### src/pxc_pkg.sv
package pxc_pkg;

    // register indices on the management port
    localparam logic [4:0]  PXC_ADDR_TBT  = 5'h12;        // ten_base_t_operations
    localparam logic [4:0]  PXC_ADDR_EXT  = 5'h13;        // extended_control_two

    // ten_base_t_operations field positions
    localparam int          PXC_TBT_SQUELCH   = 0;
    localparam int          PXC_TBT_LINKLOSS  = 1;
    localparam int          PXC_TBT_SQE       = 2;
    localparam int          PXC_TBT_POLARITY  = 3;
    localparam int          PXC_TBT_JABBER    = 5;
    localparam int          PXC_TBT_POLREV    = 14;
    localparam int          PXC_TBT_RJAB      = 15;
    localparam logic [15:0] PXC_TBT_RESET     = 16'h0010;  // reserved bit 4 defaults to 1
    localparam logic [15:0] PXC_TBT_RW_MASK   = 16'h3fff;  // writable bits

    // extended_control_two field positions
    localparam int          PXC_EXT_PWRDN     = 0;
    localparam int          PXC_EXT_TRI       = 7;
    localparam int          PXC_EXT_SWAP      = 8;
    localparam int          PXC_EXT_XAUTO     = 9;
    localparam int          PXC_EXT_RFAULT    = 13;
    localparam int          PXC_EXT_SWMODE    = 14;
    localparam int          PXC_EXT_NODE      = 15;
    localparam logic [15:0] PXC_EXT_RESET     = 16'h0201;  // xauto=1, swap=0, pwrdn=1
    localparam logic [15:0] PXC_EXT_RW_MASK   = 16'h1bff;  // bit 10 is read-only

    // sqe pulse timing
    localparam int          PXC_SQE_DELAY_NS  = 1000;      // quiet time after transmit ends
    localparam int          PXC_SQE_WIDTH_NS  = 1000;      // collision pulse width
    localparam int          PXC_CLK_NS        = 10;
    localparam int          PXC_SQE_DELAY_CYC = (PXC_SQE_DELAY_NS + PXC_CLK_NS - 1) / PXC_CLK_NS;
    localparam int          PXC_SQE_WIDTH_CYC = PXC_SQE_WIDTH_NS / PXC_CLK_NS;

    // management access group
    typedef struct packed {
        logic        wr;     // one-cycle write strobe
        logic        rd;     // one-cycle read strobe
        logic [4:0]  addr;   // register index
        logic [15:0] wdata;  // write data
    } pxc_mgmt_s;

    // line-side status fed from the analog front end
    typedef struct packed {
        logic tx_en;         // mac transmit enable
        logic rx_active;     // receive activity
        logic rx_valid;      // valid 10base-t data seen
        logic idle_seen;     // idle pattern seen
        logic link_pulse;    // receiver signalling present
        logic pol_reversed;  // receive pair polarity reversed
        logic rx_jabber;     // jabber seen on receive path
        logic auto_cross;    // auto crossover decision: 1 = cross
        logic partner_rf;    // remote fault from partner code word
        logic full_duplex;   // link runs full duplex
        logic speed_10;      // link runs 10base-t
        logic isolate;       // isolate control
    } pxc_line_s;

endpackage

### src/pxc_sqe.sv
`timescale 1ns/1ns
`default_nettype none
module pxc_sqe
    import pxc_pkg::*;
#(
    parameter int DELAY_CYC = PXC_SQE_DELAY_CYC,
    parameter int WIDTH_CYC = PXC_SQE_WIDTH_CYC
) (
    input  wire logic clk,
    input  wire logic rst_n,
    input  wire logic enable,
    input  wire logic tx_en,
    output var  logic pulse
);
    typedef enum logic [1:0] {SQ_IDLE, SQ_WAIT, SQ_PULSE} pxc_sqe_e;

    pxc_sqe_e    state;       // sequencer state
    pxc_sqe_e    next_state;
    logic [15:0] count;       // cycle counter
    logic [15:0] next_count;
    logic        tx_d;        // delayed transmit enable
    logic        next_pulse;

    ////////////////////////////////////////////////////////////////////////
    // next-state logic: falling transmit enable starts wait then pulse
    always_comb begin
        next_state = state;
        next_count = count;
        next_pulse = 1'b0;
        unique case (state)
            SQ_IDLE: begin
                if (tx_d && !tx_en && enable) begin
                    next_state = SQ_WAIT;
                    next_count = 16'(DELAY_CYC - 1);
                end
            end
            SQ_WAIT: begin
                if (!enable || tx_en) begin
                    next_state = SQ_IDLE;
                end else if (count == 16'h0000) begin
                    next_state = SQ_PULSE;
                    next_count = 16'(WIDTH_CYC - 1);
                    next_pulse = 1'b1;
                end else begin
                    next_count = count - 16'h0001;
                end
            end
            SQ_PULSE: begin
                // inhibit or full duplex cuts a running pulse short
                if (!enable || count == 16'h0000) begin
                    next_state = SQ_IDLE;
                end else begin
                    next_count = count - 16'h0001;
                    next_pulse = 1'b1;
                end
            end
        endcase
    end

    // registers
    always_ff @(posedge clk) begin
        if (!rst_n) begin
            state <= SQ_IDLE;
            count <= 16'h0000;
            tx_d  <= 1'b0;
            pulse <= 1'b0;
        end else begin
            state <= next_state;
            count <= next_count;
            tx_d  <= tx_en;
            pulse <= next_pulse;
        end
    end
endmodule // pxc_sqe
`default_nettype wire

### src/pxc_ctrl.sv
`timescale 1ns/1ns
`default_nettype none
module pxc_ctrl
    import pxc_pkg::*;
(
    input  wire logic              clk,
    input  wire logic              rst_n,
    input  wire pxc_pkg::pxc_mgmt_s mgmt,
    input  wire pxc_pkg::pxc_line_s line,
    input  wire logic              strap_xauto,
    output var  logic [15:0]       rdata,
    output var  logic              col,
    output var  logic              crs,
    output var  logic              link_ok,
    output var  logic              pol_correct,
    output var  logic              tx_on_pair_b,
    output var  logic              tx_pair_oe,
    output var  logic              tx100_power_down,
    output var  logic              jabber_check_en
);
    import pxc_pkg::*;

    ////////////////////////////////////////////////////////////////////////
    // register storage
    logic [15:0] tbt;            // ten_base_t_operations writable part
    logic [15:0] next_tbt;
    logic [15:0] ext;            // extended_control_two writable part
    logic [15:0] next_ext;
    logic        rjab;           // latched remote jabber
    logic        next_rjab;
    logic        polrev;         // latched polarity reversed
    logic        next_polrev;
    logic [15:0] next_rdata;

    // read decode for the read data; the latch clear decodes the address on its own
    function automatic logic [15:0] read_word(input logic [4:0] a, input logic [15:0] t, input logic [15:0] e,
                                              input logic rj, input logic pr, input logic rf);
        logic [15:0] w;
        w = 16'h0000;
        if (a == PXC_ADDR_TBT) begin
            w = t & PXC_TBT_RW_MASK;
            w[PXC_TBT_RJAB]   = rj;
            w[PXC_TBT_POLREV] = pr;
        end else if (a == PXC_ADDR_EXT) begin
            w = e & PXC_EXT_RW_MASK;
            w[PXC_EXT_NODE]   = 1'b0;
            w[PXC_EXT_SWMODE] = 1'b1;
            w[PXC_EXT_RFAULT] = rf;
        end
        return w;
    endfunction

    // register next values; reserved bits hold what was written, except extended_control_two bit 10
    always_comb begin
        next_tbt    = tbt;
        next_ext    = ext;
        next_rjab   = rjab;
        next_polrev = polrev;
        if (mgmt.wr && mgmt.addr == PXC_ADDR_TBT) begin
            next_tbt = mgmt.wdata & PXC_TBT_RW_MASK;
        end
        if (mgmt.wr && mgmt.addr == PXC_ADDR_EXT) begin
            next_ext = mgmt.wdata & PXC_EXT_RW_MASK;
        end
        // latching bits: clear on read, a new event wins
        if (mgmt.rd && mgmt.addr == PXC_ADDR_TBT) begin
            next_rjab   = 1'b0;
            next_polrev = 1'b0;
        end
        if (line.rx_jabber) begin
            next_rjab = 1'b1;
        end
        if (line.pol_reversed) begin
            next_polrev = 1'b1;
        end
        next_rdata = rdata;
        if (mgmt.rd) begin
            next_rdata = read_word(mgmt.addr, tbt, ext, rjab, polrev, line.partner_rf);
        end
    end

    // register flops
    always_ff @(posedge clk) begin
        if (!rst_n) begin
            tbt    <= PXC_TBT_RESET;
            ext    <= PXC_EXT_RESET;
            rjab   <= 1'b0;
            polrev <= 1'b0;
            rdata  <= 16'h0000;
        end else begin
            tbt    <= next_tbt;
            ext    <= next_ext;
            rjab   <= next_rjab;
            polrev <= next_polrev;
            rdata  <= next_rdata;
        end
    end

    ////////////////////////////////////////////////////////////////////////
    // sqe test generator
    logic sqe_en;     // sqe allowed
    logic sqe_pulse;  // collision test pulse

    // inhibit bit, or full duplex, suppresses; bit itself untouched
    assign sqe_en = !tbt[PXC_TBT_SQE] && !line.full_duplex;

    pxc_sqe u_sqe (
        .clk    (clk),
        .rst_n  (rst_n),
        .enable (sqe_en),
        .tx_en  (line.tx_en),
        .pulse  (sqe_pulse)
    );

    ////////////////////////////////////////////////////////////////////////
    // 10base-t link integrity
    typedef enum logic [1:0] {LK_FAIL, LK_DATA, LK_PASS} pxc_link_e;

    pxc_link_e link_state;  // link integrity state
    pxc_link_e next_link;

    // squelch inhibit needs idle after data; link-loss inhibit forces pass
    always_comb begin
        next_link = link_state;
        if (tbt[PXC_TBT_LINKLOSS]) begin
            next_link = LK_PASS;
        end else begin
            unique case (link_state)
                LK_FAIL: begin
                    if (line.rx_valid) begin
                        next_link = tbt[PXC_TBT_SQUELCH] ? LK_DATA : LK_PASS;
                    end
                end
                LK_DATA: begin
                    if (!line.link_pulse) begin
                        next_link = LK_FAIL;
                    end else if (line.idle_seen) begin
                        next_link = LK_PASS;
                    end
                end
                LK_PASS: begin
                    if (!line.link_pulse) begin
                        next_link = LK_FAIL;
                    end
                end
                default: next_link = LK_FAIL;
            endcase
        end
    end

    always_ff @(posedge clk) begin
        if (!rst_n) begin
            link_state <= LK_FAIL;
        end else begin
            link_state <= next_link;
        end
    end

    ////////////////////////////////////////////////////////////////////////
    // line-side outputs
    logic next_col;
    logic next_crs;
    logic next_link_ok;
    logic next_pol;
    logic next_cross;
    logic next_oe;
    logic next_pd;
    logic next_jab;

    always_comb begin
        next_col     = sqe_pulse;
        next_crs     = line.tx_en || line.rx_active;
        next_link_ok = (next_link == LK_PASS);
        next_pol     = !tbt[PXC_TBT_POLARITY];
        if (!strap_xauto) begin
            next_cross = 1'b0;
        end else if (ext[PXC_EXT_XAUTO]) begin
            next_cross = line.auto_cross;
        end else begin
            next_cross = ext[PXC_EXT_SWAP];
        end
        if (!ext[PXC_EXT_XAUTO]) begin
            next_cross = ext[PXC_EXT_SWAP];
        end
        next_oe      = !ext[PXC_EXT_TRI];
        next_pd      = (ext[PXC_EXT_PWRDN] && line.speed_10)
                       || line.isolate;
        next_jab     = !tbt[PXC_TBT_JABBER];
    end

    always_ff @(posedge clk) begin
        if (!rst_n) begin
            col              <= 1'b0;
            crs              <= 1'b0;
            link_ok          <= 1'b0;
            pol_correct      <= 1'b1;
            tx_on_pair_b     <= 1'b0;
            tx_pair_oe       <= 1'b1;
            tx100_power_down <= 1'b0;
            jabber_check_en  <= 1'b1;
        end else begin
            col              <= next_col;
            crs              <= next_crs;
            link_ok          <= next_link_ok;
            pol_correct      <= next_pol;
            tx_on_pair_b     <= next_cross;
            tx_pair_oe       <= next_oe;
            tx100_power_down <= next_pd;
            jabber_check_en  <= next_jab;
        end
    end

    ////////////////////////////////////////////////////////////////////////
    // assertion helper: quiet cycles since transmit ended with sqe allowed
    logic        tx_prev;       // transmit enable one cycle back
    logic        next_tx_prev;
    logic [15:0] tx_gap;        // 0 while no sqe wait is running
    logic [15:0] next_tx_gap;

    // counts on its own, so the sequencer's wait length is really checked
    always_comb begin
        next_tx_prev = line.tx_en;
        next_tx_gap  = 16'h0000;
        if (tx_prev && !line.tx_en && sqe_en) begin
            next_tx_gap = 16'h0001;
        end else if (tx_gap != 16'h0000 && tx_gap != 16'(PXC_SQE_DELAY_CYC) && sqe_en && !line.tx_en) begin
            next_tx_gap = tx_gap + 16'h0001;
        end
    end

    // helper flops
    always_ff @(posedge clk) begin
        if (!rst_n) begin
            tx_prev <= 1'b0;
            tx_gap  <= 16'h0000;
        end else begin
            tx_prev <= next_tx_prev;
            tx_gap  <= next_tx_gap;
        end
    end
endmodule // pxc_ctrl
`default_nettype wire

### config.mk
export PLATFORM = sky130hd
export DESIGN_NAME = pxc_ctrl
export DESIGN_NICKNAME = d
export VERILOG_FILES = /design/src/pxc_pkg.sv /design/src/pxc_sqe.sv /design/src/pxc_ctrl.sv
export SDC_FILE = /design/constraint.sdc
export NUM_CORES = 1
export LEC_CHECK = 0
export ABC_AREA = 1
export BUFFER_PORTS_ARGS = -buffer_cell sky130_fd_sc_hd__clkbuf_2
export CELL_PAD_IN_SITES_DETAIL_PLACEMENT = 0
export CELL_PAD_IN_SITES_GLOBAL_PLACEMENT = 1
export CORE_UTILIZATION = 30
export CTS_CLUSTER_DIAMETER = 100
export DETAILED_ROUTE_END_ITERATION = 16
export PLACE_DENSITY = 0.74
export SLEW_MARGIN = 40
export SYNTH_ARGS = -nofsm -noshare
export SYNTH_HDL_FRONTEND = slang
export SYNTH_SLANG_ARGS = --single-unit
### constraint.sdc
create_clock -name clk -period 1.85 [get_ports clk]
set_input_delay 0.0925 -clock clk [delete_from_list [all_inputs] [get_ports clk]]
set_output_delay 0.0925 -clock clk [all_outputs]
set_load 0.005 [all_outputs]
# Yosys cells after proc, flatten, opt, wreduce, memory -nomap -nowiden
# Index checks and enable logic that the tools add are counted.
dict set report classes {
  addsub 1
  n_mux 28
  eq_ne 12
  n_reduce_logical 25
}
# cell count
set ops {}
lappend ops {{16-bit two-way mux} 5}
lappend ops {{16-bit one-hot mux with 3 select lines} 1}
lappend ops {{2-bit two-way mux} 10}
lappend ops {{16-bit logical NOT} 1}
lappend ops {{16-bit by 1-bit subtractor with 16-bit output, second input constant} 1}
lappend ops {{15-bit two-way mux} 1}
lappend ops {{2-bit one-hot mux with 3 select lines} 2}
lappend ops {{5-bit == test, second input constant} 2}
lappend ops {{1-bit two-way mux} 8}
lappend ops {{1-bit logical AND} 7}
lappend ops {{1-bit logical NOT} 7}
lappend ops {{2-bit == test, second input constant} 3}
lappend ops {{2-bit inequality test, second input constant} 3}
lappend ops {{3-bit AND reduction} 2}
lappend ops {{2-bit by 1-bit == test with 1-bit output, second input constant} 2}
lappend ops {{2-bit logical NOT} 2}
lappend ops {{1-bit logical OR} 4}
lappend ops {{2-bit nonzero test} 2}
lappend ops {{3-bit by 1-bit inequality test with 1-bit output, second input constant} 1}
lappend ops {{2-bit by 1-bit inequality test with 1-bit output, second input constant} 1}
lappend ops {{1-bit one-hot mux with 2 select lines} 1}
dict set report word_totals {
  word_cells 84
  input_bits 38
  out_inout_bits 24
  ff_bits 74
}

# Logic depth before layout (Yosys ltp)
dict set report logic_depth {
  depth_word 6
  ltp_mapped 11
  ltp_nobuf 11
}

# Hierarchy
# From an unflattened synthesis, not the netlist that was laid out.
dict set report unflattened {
  hier_cells 502
  hier_area_um2 3622.2
}
# mod area_per_inst_um2 n_inst seq_area_each_um2 cells_per_inst
set modules_own_cells {}
lappend modules_own_cells {pxc_ctrl 2217.1 1 1081.0 287}
lappend modules_own_cells {pxc_sqe 1405.1 1 400.4 215}

# Least setup slack after synthesis
# No wires, ideal clock.
dict set report synth_timing {
  path_type {flip-flop to flip-flop}
  from {reg u_sqe.count[0]}
  to {reg u_sqe.count[1]}
  required_ps 1734
  setup_time_ps 116
  synth_period_minus_slack_ps 1361
  setup_slack_ps 489
  stages_incl_launch_ff 11
  path_buffers 1
  arrival_time_ps 1245
  path_cell_list {dfxtp_1 -> inv_1 -> ha_1 -> nand2_1 -> nor2_1 -> nand2_2 -> nand2_2 -> a21oi_4 -> buf_6 -> o21ai_0 -> nor2_1}
}
dict set report synth_between {
  elab_chain_cells 4
  word_cells_on_any_way 9
  cone_classes {add/sub (1); eq/ne (1); mux (4); reduce/logical (3)}
}
# item line_no
set synth_lines {}
lappend synth_lines {{start, declared} pxc_sqe.sv:19} ;# logic [15:0] count;
lappend synth_lines {{start signal, assigned} pxc_sqe.sv:69} ;# count <= next_count;
lappend synth_lines {{16-bit by 1-bit subtractor with 16-bit output or 16-bit logical NOT (tied branches)} -}
lappend synth_lines {{16-bit two-way mux or 1-bit logical OR (tied branches)} {pxc_sqe.sv:40, pxc_sqe.sv:50}}
lappend synth_lines {{16-bit two-way mux or 2-bit inequality test (tied branches)} -}
lappend synth_lines {{16-bit one-hot mux with 3 select lines or 3-bit AND reduction (tied branches)} -}
# Parallel ways exist; a longest one is shown, timed or not. The select of a mux whose other input is x is not followed.
# A chain may end at the register's enable or synchronous reset.

# Worst setup path in the final report
dict set report layout_timing {
  from {reg u_sqe.count[0]}
  to {reg u_sqe.count[3]}
}
# Same word-level chain as after synthesis.

==> results.toml <==
[sta]
setup_viol = 0
fin_crit_sh_pct = 86.8
tightest_slew_ns = 0.627
relSlewSlack_pct = 58.1
hold_violations = 0
finClkSkew_ns = 0.00859
setup_tns_ns = 0
slew_viol_final = 0
clock.fmax_mhz = 623
setup_ws_ns = 0.245
fin_crit_ns = 1.61
rsz0062_at_grt = "no"
final.hold.worst_slack_ns = 0.0312

[run]
max_cap_violations = 0

[logic_synthesis]
ys.flop_type = "dfxtp_1"
netlist_instances = 455
synth.top_cell.area_share_pct = 46.0
synth-async-reset-ratio_pct = 0
synth_area_um2 = 3220
synth.distinct_cells = 29
ys_seq_area_share_pct = 46.0
ys.warnings.count = 0
synth_top_area_cell = "dfxtp_1"
synth-edff-count = 0
synth_nets = 498
syn_area_per_cell_um2 = 7.08
netlist_top_cells_area = "dfxtp_1 46%, nand2_1 13%, nor2_1 11%, o21ai_0 6.1%, inv_1 3.5%"
synth-seq-cells = 74

[pwr]
leakage_nw = 1.86
power_mw = 5.44
ir_drop_mv = 0.565
p_per_area_nw_per_um2 = 1320

[global_route]
grt_pass1_vias = 3030
grt_max_degree = 43
antenna_found_initial = 0
grt_usage_pct = 16.4
grt_pass1_wl_um = 14300
grt-ovfl-total = 0

[setup_path]
critPathSlowestCell = "dfxtp_1"
cp-start-kind = "register"
critPathBufInv = 1
crit_fanout = 7
path_common_cell = "nand2_1"
endpoint_kind = "register"
crit_chain = "inv_1 -> ha_1 -> nand2_1 -> nor2_1 -> nand2_2 -> nand2_2 -> a21oi_4 -> nand2_1 -> nand2_1 -> nor2_1"
max_stage_delay_ns = 0.35
required_ns = 2.10
r2r-start = "u_sqe.count[0]"
crit_arrival_ns = 1.85
cp-startpoint = "u_sqe.count[0]"
crit_family = "simple AND/OR/NAND/NOR gates"
critPathKind = "register to register"

[layout]
postLayoutCoreUtil_pct = 39.6
syn_to_final_growth_pct = 27.6
stdcell_area_um2 = 4110
drive_gt1_share_pct = 18.3
nets = 585
diodes = 0
mostFrequentLayoutCells = "112 x nand2_1, 93 x nor2_1, 74 x dfxtp_1"
layout.cells.non_filler = 683
final_common_cell = "nand2_1"

[floorplanning]
die-area_um2 = 11200
die_width_um = 106
coreArea_um2 = 10400
ios = 62
die_height_um = 106
fp-row-count = 37
start_util_pct = 31.1

[placed_design]
placed_cell_area_um2 = 3700
pre_cts_slack_ns = 0.210
portBuffers = 59
dpl.cell_count = 646
gp_congestion = 0.792
dp_hpwl_um = 5990

[cts]
h-tree-depth = 3
cts_made_buffers = 9
clock-sinks = 74
cts_tree = "built"
clk_pin_slew_ns = 0.08
post_cts_buffers = 0
clk_latency_ns = 0.35
clockRootBuffer = "clkbuf_8"
cts_buffer_depth = 2

[hold_path]
min_from = "mgmt[11]"
worstHoldPathType = "input pin to register"

[route]
vias = 3116
dr.pass1.iters = 4
initialDrtViolationCount = 142
viasPerCell = 4.56
post_drt_wl_per_cell_um = 12.5
drc = 0
drt-total-wl_um = 8530
antenna_left = 0

[outcome]
outcome = "finished clean"
final timing paths:
kind	endpoint	slack [ns]	depth (start not counted)
setup / recovery	u_sqe.count[3]	0.24	10
hold reg to reg	pol_correct	0.40	1
setup reg to reg	u_sqe.count[3]	0.24	10
hold / removal	tbt[11]	0.03	3
state kept, by name, indices dropped and copies added, names as in the netlist:
name              count
col                   1
crs                   1
ext                  12
jabber_check_en       1
link_ok               1
link_state            2
pol_correct           1
polrev                1
rdata                16
rjab                  1
tbt                  14
tx100_power_down      1
tx_on_pair_b          1
tx_pair_oe            1
u_sqe.count          16
u_sqe.pulse           1
u_sqe.state           2
u_sqe.tx_d            1
cell type report:
type / instances / area [µm²]
Tap cell: 136 / 170
Clock inverter: 5 / 62.6
Inverter: 32 / 120
Sequential cell: 74 / 1480
Multi-Input combinational cell: 334 / 1550
Timing Repair Buffer: 91 / 588
Fill cell: 1145 / 6260
Clock buffer: 11 / 141
cells by family after synthesis:
kind of cell	after synthesis	share of synthesized area (%)
AND/OR/NAND/NOR	249	32.1
AO/OA/AOI/OAI	75	12.7
adder cells (fa/ha/maj)	5	1.94
buffers and inverters	47	5.98
flip-flops	74	46.0
XOR/XNOR	5	1.36
worst min-delay path, stage by stage:
cell and delay [ns]:
clkbuf_2 0.11, nor2_1 0.06, nor2_1 0.09
cell usage after synthesis, drive strengths merged (3+ instances only):
cell type	number
dfxtp	74
xnor2	5
buf	6
nor2	98
clkbuf	9
a31oi	15
nand2	118
ha	5
nand3b	4
inv	31
nand3	23
a21oi	20
o21ai	39
nand4	3
per-layer routing:
layer | global-route usage (%) | wire, µm
met1 | 20.8 | 4020
met2 | 27.1 | 4030
met3 | 4.33 | 404
met4 | 5.06 | 77
met5 | 0 | 0
report_power, final:
part / total, mW / internal, mW / switching, mW
Sequential: 1.86 / 1.74 / 0.114
Combinational: 2.29 / 0.835 / 1.45
Clock: 1.30 / 0.668 / 0.629
what timing repair did:
item / CTS / global route
endpoints found under the hold margin: 27 / 0
hold buffers: 21 / 0
gates resized for setup: 0 / 0
Power figures use the tool's default switching activity.
